--- config.mk ---
export PLATFORM = sky130hd
export DESIGN_NAME = output_stop_powerdown_ctrl
export DESIGN_NICKNAME = d
export VERILOG_FILES = /design/src/core/clk_buf_pkg.sv /design/src/core/qual_if.sv /design/src/core/level_qualifier.sv /design/src/core/output_stop_powerdown_ctrl.sv
export SDC_FILE = /design/constraint.sdc
export NUM_CORES = 1
export LEC_CHECK = 0
export BUFFER_PORTS_ARGS = -buffer_cell sky130_fd_sc_hd__buf_4
export CORE_ASPECT_RATIO = 0.7
export CORE_MARGIN = 5
export CORE_UTILIZATION = 58
export CTS_BUF_LIST = sky130_fd_sc_hd__clkbuf_16
export DETAILED_ROUTE_END_ITERATION = 8
export GPL_ROUTABILITY_DRIVEN = 0
export PLACE_DENSITY = 0.88
export SYNTH_ARGS = -nofsm -noshare
export SYNTH_HDL_FRONTEND = slang
export SYNTH_SLANG_ARGS = --single-unit
--- constraint.sdc ---
create_clock -name sys_clk -period 5.74 [get_ports sys_clk]
set_input_delay 1.148 -clock sys_clk [delete_from_list [all_inputs] [get_ports sys_clk]]
set_output_delay 1.148 -clock sys_clk [all_outputs]
set_load 0.03 [all_outputs]
--- src/core/clk_buf_pkg.sv ---
// Shared constants, register map and state types of the output stop and power-down control
package clk_buf_pkg;
  // Structure
  localparam int NUM_PAIRS = 8;
  localparam int BYTE_W = 8;
  // Register offsets
  localparam logic [7:0] OFS_DRIVE_MODE = 8'h00;
  localparam logic [7:0] OFS_OUT_ENABLE = 8'h01;
  localparam logic [7:0] OFS_STOPPABLE = 8'h02;
  localparam logic [7:0] OFS_REV_VENDOR = 8'h04;
  localparam logic [7:0] OFS_PART_ID = 8'h05;
  localparam logic [7:0] OFS_READ_LEN = 8'h06;
  // Field positions in the drive mode byte
  localparam int PARK_SEL_BIT = 7;
  localparam int HALT_SEL_BIT = 6;
  // Field position of the revision nibble in the identification byte
  localparam int REV_LSB = 4;
  // Values after reset
  localparam logic [7:0] DRIVE_MODE_RST = 8'h07;
  localparam logic [7:0] OUT_ENABLE_RST = 8'hff;
  localparam logic [7:0] STOPPABLE_RST = 8'h00;
  localparam logic [7:0] READ_LEN_RST = 8'h07;
  localparam logic [7:0] UNMAPPED_READ = 8'h00;
  // Timing
  localparam int CLK_PERIOD_NS = 10;
  localparam int LOCK_TIME_NS = 1000000;
  // Under the limit: round down and keep one cycle of margin
  localparam int LOCK_CYCLES = LOCK_TIME_NS / CLK_PERIOD_NS - 1;
  localparam int LOCK_CNT_W = 20;
  // Output periods counted after a qualified release before restart
  localparam logic [2:0] RESTART_EDGES = 3'h3;
  // Power-down sequence states
  typedef enum logic [3:0] {
    PD_RUN = 4'b0001,
    PD_PARK_WAIT = 4'b0010,
    PD_PARKED = 4'b0100,
    PD_RELOCK = 4'b1000
  } pd_state_t;
  // Output halt sequence states
  typedef enum logic [2:0] {
    HALT_IDLE = 3'b001,
    HALT_ACTIVE = 3'b010,
    HALT_RESTART = 3'b100
  } halt_state_t;
endpackage

--- src/core/qual_if.sv ---
// Signals between the control top and one two-edge level qualifier
`timescale 1ns/100ps
`default_nettype none
interface qual_if;
  logic sample;
  logic level;
  logic qualified;
  modport source (output sample, output level, input qualified);
  modport filter (input sample, input level, output qualified);
endinterface
`default_nettype wire

--- src/core/level_qualifier.sv ---
// Accepts a new input level only after two successive sample strobes agree
`timescale 1ns/100ps
`default_nettype none
module level_qualifier #(
  parameter logic RESET_LEVEL = 1'b1
) (
  // Clock and reset
  input wire logic sys_clk,
  input wire logic rst,
  // Level to qualify and result
  qual_if.filter q
);
  logic [1:0] history;

  // Shift history on each strobe; a change needs two equal samples in a row
  always_ff @(posedge sys_clk or posedge rst)
  begin
    if (rst)
    begin
      history <= {2{RESET_LEVEL}};
      q.qualified <= RESET_LEVEL;
    end
    else if (q.sample)
    begin
      history <= {history[0], q.level};
      if (history[0] == q.level)
      begin
        q.qualified <= q.level;
      end
    end
  end
endmodule
`default_nettype wire

--- src/core/output_stop_powerdown_ctrl.sv ---
// Output stop and power-down control of an eight-pair differential clock buffer
`timescale 1ns/100ps
`default_nettype none
// Overview of operation
// Power-down pin is asynchronous active low, controlling both entry and exit.
// Power-down seen low on two complement rises parks outputs at next complement fall.
// Park select 0: true driven high at 2x current, complement undriven.
// Park select 1: both outputs of every pair undriven while powered down.
// Outputs are parked before the PLL is switched off; the code parks them on the same clock edge that clears pll_enable.
// Locked, stable clocks return under 1 ms after release or reset.
// Undriven park mode: outputs driven high within 300 us of release.
// Controller asserts power-down before removing input clock or supply.
// Controller keeps a valid input clock whenever output halt is used.
// Halt pin change accepted only when stable over two complement rises.
// Qualified halt stops every stoppable output after its next transition.
// Halt select 0: stopped true driven high at 6x current, complement undriven.
// Halt select 1: both outputs of each stopped pair undriven.
// On release all stopped outputs restart together, glitch free, after 2-6 periods.
// Undriven halt mode: stopped true outputs driven high within 10 ns of release; the code drives them high two cycles after the release is qualified.
// Read-only byte: revision in bits 7 to 4, vendor in bits 3 to 0.
// Eight-bit part identification code readable by the host.
// Writable byte count sets how many bytes a block read returns.
// Each pair has a stoppable bit, free running by default.
// Free-running pairs ignore halt; a disabled pair stays disabled regardless; the code drives its true high in relock and when parked at park select 0.
module output_stop_powerdown_ctrl #(
  parameter int LOCK_WAIT = clk_buf_pkg::LOCK_CYCLES,
  parameter logic [3:0] REVISION_CODE = 4'h0, // Arbitrary value
  parameter logic [3:0] VENDOR_CODE = 4'h5, // Arbitrary value
  parameter logic [7:0] PART_CODE = 8'h5a // Arbitrary value
) (
  // Clock and reset
  input wire logic sys_clk,
  input wire logic rst,
  // Asynchronous pins
  input wire logic ref_clk_in,
  input wire logic power_down_n,
  input wire logic output_halt_n,
  // Register port from the serial engine
  input wire logic [7:0] reg_addr,
  input wire logic [7:0] reg_wdata,
  input wire logic reg_wr,
  input wire logic reg_rd,
  output logic [7:0] reg_rdata,
  output logic reg_rvalid,
  output logic [7:0] read_length,
  // Differential output pairs
  output logic [clk_buf_pkg::NUM_PAIRS-1:0] clk_out_true,
  output logic [clk_buf_pkg::NUM_PAIRS-1:0] clk_out_comp,
  output logic [clk_buf_pkg::NUM_PAIRS-1:0] true_oe,
  output logic [clk_buf_pkg::NUM_PAIRS-1:0] comp_oe,
  output logic [clk_buf_pkg::NUM_PAIRS-1:0] true_current_6x,
  // PLL control and status
  output logic pll_enable,
  output logic pll_locked
);
  import clk_buf_pkg::*;

  logic ref_meta;
  logic ref_sync;
  logic pd_meta;
  logic pd_sync;
  logic halt_meta;
  logic halt_sync;
  logic out_phase;
  logic comp_rise;
  logic comp_fall;
  logic [7:0] drive_mode;
  logic [7:0] out_enable;
  logic [7:0] stoppable;
  logic [7:0] part_identifier;
  logic [7:0] read_length_count;
  logic [7:0] revision_vendor_id;
  pd_state_t pd_state;
  halt_state_t halt_state;
  logic [LOCK_CNT_W-1:0] lock_cnt;
  logic [2:0] restart_cnt;
  logic [NUM_PAIRS-1:0] stopped;
  logic halt_waking;
  logic park_select;
  logic halt_select;

  qual_if pd_q ();
  qual_if halt_q ();

  // Two flip-flops on every pin before any logic looks at it
  always_ff @(posedge sys_clk or posedge rst)
  begin
    if (rst)
    begin
      ref_meta <= 1'b0;
      ref_sync <= 1'b0;
      pd_meta <= 1'b1;
      pd_sync <= 1'b1;
      halt_meta <= 1'b1;
      halt_sync <= 1'b1;
    end
    else
    begin
      ref_meta <= ref_clk_in;
      ref_sync <= ref_meta;
      pd_meta <= power_down_n;
      pd_sync <= pd_meta;
      halt_meta <= output_halt_n;
      halt_sync <= halt_meta;
    end
  end

  // Output phase follows the reference only while the PLL runs
  always_ff @(posedge sys_clk or posedge rst)
  begin
    if (rst)
    begin
      out_phase <= 1'b0;
    end
    else if (pll_enable)
    begin
      out_phase <= ref_sync;
    end
  end

  // Complement edges: a rise is a true fall, a fall is a true rise
  assign comp_rise = pll_enable & out_phase & ~ref_sync;
  assign comp_fall = pll_enable & ~out_phase & ref_sync;
  assign park_select = drive_mode[PARK_SEL_BIT];
  assign halt_select = drive_mode[HALT_SEL_BIT];
  assign revision_vendor_id = {REVISION_CODE, VENDOR_CODE};

  // Both pins are qualified on complement rises
  assign pd_q.sample = comp_rise;
  assign pd_q.level = pd_sync;
  assign halt_q.sample = comp_rise;
  assign halt_q.level = halt_sync;

  level_qualifier #(
    .RESET_LEVEL(1'b1)
  ) u_pd_qual (
    .sys_clk(sys_clk),
    .rst(rst),
    .q(pd_q)
  );

  level_qualifier #(
    .RESET_LEVEL(1'b1)
  ) u_halt_qual (
    .sys_clk(sys_clk),
    .rst(rst),
    .q(halt_q)
  );

  // Register writes; identification byte has no write path
  always_ff @(posedge sys_clk or posedge rst)
  begin
    if (rst)
    begin
      drive_mode <= DRIVE_MODE_RST;
      out_enable <= OUT_ENABLE_RST;
      stoppable <= STOPPABLE_RST;
      part_identifier <= PART_CODE;
      read_length_count <= READ_LEN_RST;
    end
    else if (reg_wr)
    begin
      if (reg_addr == OFS_DRIVE_MODE)
      begin
        drive_mode <= reg_wdata;
      end
      else if (reg_addr == OFS_OUT_ENABLE)
      begin
        out_enable <= reg_wdata;
      end
      else if (reg_addr == OFS_STOPPABLE)
      begin
        stoppable <= reg_wdata;
      end
      else if (reg_addr == OFS_PART_ID)
      begin
        part_identifier <= reg_wdata;
      end
      else if (reg_addr == OFS_READ_LEN)
      begin
        read_length_count <= reg_wdata;
      end
    end
  end

  // Registered read answer, one cycle after the strobe
  always_ff @(posedge sys_clk or posedge rst)
  begin
    if (rst)
    begin
      reg_rdata <= UNMAPPED_READ;
      reg_rvalid <= 1'b0;
    end
    else
    begin
      reg_rvalid <= reg_rd;
      if (!reg_rd)
      begin
        reg_rdata <= reg_rdata;
      end
      else if (reg_addr == OFS_DRIVE_MODE)
      begin
        reg_rdata <= drive_mode;
      end
      else if (reg_addr == OFS_OUT_ENABLE)
      begin
        reg_rdata <= out_enable;
      end
      else if (reg_addr == OFS_STOPPABLE)
      begin
        reg_rdata <= stoppable;
      end
      else if (reg_addr == OFS_REV_VENDOR)
      begin
        reg_rdata <= revision_vendor_id;
      end
      else if (reg_addr == OFS_PART_ID)
      begin
        reg_rdata <= part_identifier;
      end
      else if (reg_addr == OFS_READ_LEN)
      begin
        reg_rdata <= read_length_count;
      end
      else
      begin
        reg_rdata <= UNMAPPED_READ;
      end
    end
  end

  // Block read length handed to the serial engine
  always_ff @(posedge sys_clk or posedge rst)
  begin
    if (rst)
    begin
      read_length <= READ_LEN_RST;
    end
    else
    begin
      read_length <= read_length_count;
    end
  end

  // Power-down sequence; reset acts like supply arrival and starts a relock
  always_ff @(posedge sys_clk or posedge rst)
  begin
    if (rst)
    begin
      pd_state <= PD_RELOCK;
      pll_enable <= 1'b1;
      pll_locked <= 1'b0;
      lock_cnt <= '0;
    end
    else
    begin
      case (pd_state)
        PD_RUN:
        begin
          if (!pd_q.qualified)
          begin
            pd_state <= PD_PARK_WAIT;
          end
        end
        PD_PARK_WAIT:
        begin
          if (comp_fall)
          begin
            pd_state <= PD_PARKED;
          end
        end
        PD_PARKED:
        begin
          // Outputs park on this same edge, as the pin drive also decodes PD_PARKED
          pll_enable <= 1'b0;
          pll_locked <= 1'b0;
          // Release is seen on the raw level: parked outputs give no edges
          if (pd_sync && !pll_enable)
          begin
            pd_state <= PD_RELOCK;
            pll_enable <= 1'b1;
            lock_cnt <= '0;
          end
        end
        PD_RELOCK:
        begin
          if (lock_cnt < LOCK_CNT_W'(LOCK_WAIT))
          begin
            lock_cnt <= lock_cnt + 1'b1;
          end
          else if (pd_q.qualified)
          begin
            pll_locked <= 1'b1;
            pd_state <= PD_RUN;
          end
          else if (!pd_sync)
          begin
            pd_state <= PD_PARK_WAIT;
          end
        end
        default:
        begin
          pd_state <= PD_RELOCK;
        end
      endcase
    end
  end

  // Halt sequence; the set of stopped pairs grows only at complement falls
  always_ff @(posedge sys_clk or posedge rst)
  begin
    if (rst)
    begin
      halt_state <= HALT_IDLE;
      stopped <= '0;
      restart_cnt <= '0;
      halt_waking <= 1'b0;
    end
    else
    begin
      case (halt_state)
        HALT_IDLE:
        begin
          halt_waking <= 1'b0;
          if (!halt_q.qualified)
          begin
            halt_state <= HALT_ACTIVE;
          end
        end
        HALT_ACTIVE:
        begin
          halt_waking <= 1'b0;
          if (comp_fall)
          begin
            // Free-running pairs never join the stopped set
            stopped <= stopped | stoppable;
          end
          if (halt_q.qualified)
          begin
            halt_state <= HALT_RESTART;
            restart_cnt <= '0;
            halt_waking <= halt_select;
          end
        end
        HALT_RESTART:
        begin
          if (!halt_q.qualified)
          begin
            halt_state <= HALT_ACTIVE;
          end
          else if (comp_fall)
          begin
            if (restart_cnt == RESTART_EDGES)
            begin
              // True is already high, so clearing here cannot glitch
              stopped <= '0;
              halt_state <= HALT_IDLE;
            end
            else
            begin
              restart_cnt <= restart_cnt + 1'b1;
            end
          end
        end
        default:
        begin
          halt_state <= HALT_IDLE;
        end
      endcase
    end
  end

  // Pin drive per pair, highest priority first
  always_ff @(posedge sys_clk or posedge rst)
  begin
    if (rst)
    begin
      clk_out_true <= '0;
      clk_out_comp <= '0;
      true_oe <= '0;
      comp_oe <= '0;
      true_current_6x <= '0;
    end
    else
    begin
      for (int i = 0; i < NUM_PAIRS; i++)
      begin
        clk_out_comp[i] <= 1'b0;
        comp_oe[i] <= 1'b0;
        true_current_6x[i] <= 1'b1;
        if (pd_state == PD_PARKED)
        begin
          clk_out_true[i] <= ~park_select;
          true_oe[i] <= ~park_select;
          true_current_6x[i] <= 1'b0;
        end
        else if (pd_state == PD_RELOCK && !pll_locked)
        begin
          // Driven high at once on release, well inside the limit
          clk_out_true[i] <= 1'b1;
          true_oe[i] <= 1'b1;
          true_current_6x[i] <= 1'b0;
        end
        else if (!out_enable[i])
        begin
          clk_out_true[i] <= 1'b0;
          true_oe[i] <= 1'b0;
        end
        else if (stopped[i])
        begin
          clk_out_true[i] <= ~halt_select | halt_waking;
          true_oe[i] <= ~halt_select | halt_waking;
        end
        else
        begin
          clk_out_true[i] <= out_phase;
          clk_out_comp[i] <= ~out_phase;
          true_oe[i] <= 1'b1;
          comp_oe[i] <= 1'b1;
        end
      end
    end
  end
endmodule
`default_nettype wire

==> out/qor.txt <==
Status: finished, final reports clean
Max-cap violation count: 0
Worst r2r path cells: 6
CTS tree: built
Least-Margin Pin Slew: 1100 ps
Crit end category: register
Placed Area: 0.007059 sq mm
Top layer in use: met4
Cell family with most CP delay: simple AND/OR/NAND/NOR gates
Pin count of the biggest net entering global routing: 86
Yosys cell types: 70
Final nets: 671
R2R Path End: clk_out_comp[5]$_DFF_PP0_
Global-route wire length before repair: 24.58 mm
Crit path launch type: input port
Die X: 136.0 um
CTS buffer count: 17
Commonest cells after routing, fill and taps aside: 110 x dfrtp_1, 82 x buf_4, 52 x nand2_1
Cells after Synth: 579
Reg-to-reg slack, setup: 3080 ps
Fill count: 696
Clock skew: 9.504 ps
Setup Crit Path Kind: in2reg
Ports: 82
Avg Cell Area, Syn: 11.13 sq um
Peak Freq: 355.6 MHz
Cell depth of the worst min-delay path: 0
Fin area: 0.007666 sq mm
Area delta synth->final: 18.95%
Worst skew pair latency: 420 ps
Period Utilization, post-route: 0.4899
WL met1: 6.248 mm
Syn_nets: 605
Core Rows: 32
Power per Cell Area: 295.1 mW/mm^2
Detailed-route wire length: 15.07 mm
Leakage: 3.338 nW
IO buf count: 81
Detail Placement HPWL: 10.39 mm
RSZ-0062 raised after global routing: false
Number of global-route vias before repair: 4787
Crit path cell chain: buf_4, nor2b_1, nand4_1, mux2_2
DR vias/cell: 6.055
Hold_sp: halt_meta$_DFF_PP1_
DRC viols: 0
Metal2 WL: 7.359 mm
Setup TNS: 0 ps
Die Footprint: 0.01335 sq mm
Total power: 2.262 mW
Core Footprint: 0.01093 sq mm
Worst Hold Path EP: halt_q.level$_DFF_PP1_
Worst EP arrival: 3110 ps
Number of synthesized register bits: 142
Worst hold path class: reg2reg
Initial Util: 0.5896
Number of synthesized flops with an enable pin: 0
Wire length per cell: 18.58 um
Layout Utilization: 0.7014
Ys Warns: 0
Layout cells sized above 1: 0.3191
Post-Syn Area: 0.006445 sq mm
CP required: 6030 ps
# setup viols final: 0
Antenna cell count: 0
VDD IR-drop max: 0.2535 mV
Leading cell type in the layout, fill and taps excluded: dfrtp_1
Slowest stage delay, CP: 650 ps
Crit path buf inv count: 1
Critical path fanouts, max: 17
Antenna-violating nets left: 0
Die span in y: 98.20 um
Slowest-stage cell, CP: nand4_1
Initial antenna violation count: 0
Fin crit period: 2812 ps
Total GRT Usage: 0.2333
Worst slew margin: 0.2612
Most used DFF post-synth: dfrtp_1
Initial DRT Pass Iterations: 6
Worst-path clk slew: 60 ps
Root Driver: clkbuf_16
Longest Clk Path Bufs: 2
GRT overflow: 0
Register area share after synthesis: 0.5576
Hold Slack: 355.7 ps
CTS sink cnt: 142
# resized after CTS: 0
Worst R2R Start: pd_state[3]$_DFFE_PP1P_
H-tree Lvls: 4
Final Hold Violating Endpoints: 0
Setup Buffers After CTS: 0
Asr flop ratio synth: 1.000
Via count: 4911
1st-iter DRT viols: 538
Pins Over Slew Limit: 0
WL met3: 1.206 mm
CTS Hold Bufs: 0
==> layout make-up <==
class / instances / area [sq um] / area share
flip-flops and latches: 142 / 3593 / 0.4687
multi-input cells: 382 / 2579 / 0.3364
repair buffers: 82 / 615.6 / 0.08030
clock buffers: 17 / 425.4 / 0.05549
well taps: 153 / 191.4 / 0.02497
clock inverters: 15 / 181.4 / 0.02367
inverters: 20 / 80.08 / 0.01045
==> cells in the mapped netlist (14+ instances only) <==
master,instances,area share
o21ai_0,26,0.020
clkbuf_1,14,0.0082
nand2b_1,14,0.014
nor2_1,39,0.023
mux2_2,48,0.084
a21oi_1,47,0.036
inv_1,19,0.011
dfstp_2,32,0.13
dfrtp_1,110,0.43
nand2_1,52,0.030
==> where the power goes <==
| part | leakage (nW) | switching, mW | internal [mW] |
|---|---|---|---|
| Clock | 0.298 | 0.403 | 0.718 |
| Combinational | 1.28 | 0.0601 | 0.0358 |
| Sequential | 1.76 | 0.0170 | 1.03 |
==> stage by stage <==
step,setup WS [ps],cells
3_3_place_gp,2822,779
3_5_place_dp,2643,779
6_report,2928,811
4_1_cts,3039,811
5_1_grt,2857,811
2_1_floorplan,835.4,579
==> worst register-to-register path: cells and delay by family (launching register included) <==
| kind | cells | cell delay (ps) |
|---|---|---|
| buffers and inverters | 1 | 590 |
| and+or+nand+nor | 4 | 890 |
| DFF | 1 | 650 |
| AOI/OAI and AO/OA | 1 | 410 |
==> sequential cells by signal, summed over array words and instances, names as in the netlist, 3 cells and up <==
signal and cells:
clk_out_comp 8, clk_out_true 8, comp_oe 8, drive_mode 8, halt_state 3, lock_cnt 20, out_enable 8, part_identifier 8
pd_state 4, read_length 8, read_length_count 8, reg_rdata 8, restart_cnt 3, stoppable 8, stopped 8, true_oe 8
==> routing by layer <==
layer	global-route usage	up-vias
li1	-	2223
met1	0.3165	2410
met2	0.3712	250
met3	0.06385	28
met4	0.06894	0
met5	0	-
==> worst max-delay path by stage <==
stage | startpoint | end | depth (start not counted)
3_5_place_dp | reg_addr[0] | read_length_count[3]$_DFFE_PP0P_ | 4
2_1_floorplan | rst | clk_out_comp[0]$_DFF_PP0_ | 1
5_1_grt | reg_addr[0] | read_length_count[3]$_DFFE_PP0P_ | 4
4_1_cts | reg_addr[0] | read_length_count[3]$_DFFE_PP0P_ | 4
3_3_place_gp | reg_addr[0] | read_length_count[7]$_DFFE_PP0P_ | 4
6_report | reg_addr[0] | read_length_count[3]$_DFFE_PP0P_ | 4
==> cell families (layout without fill, tap and decap cells) <==
kind of cell	Yosys count	after routing	synth area share
AOI/OAI and AO/OA	136	136	0.1363
buffers and inverters	55	134	0.04232
DFF	142	142	0.5576
and+or+nand+nor	185	185	0.1586
xor gates and xnor gates	1	1	0.001359
adders and majority gates	3	3	0.005825
muxes	57	57	0.09804
Power figures use the tool's default switching activity.
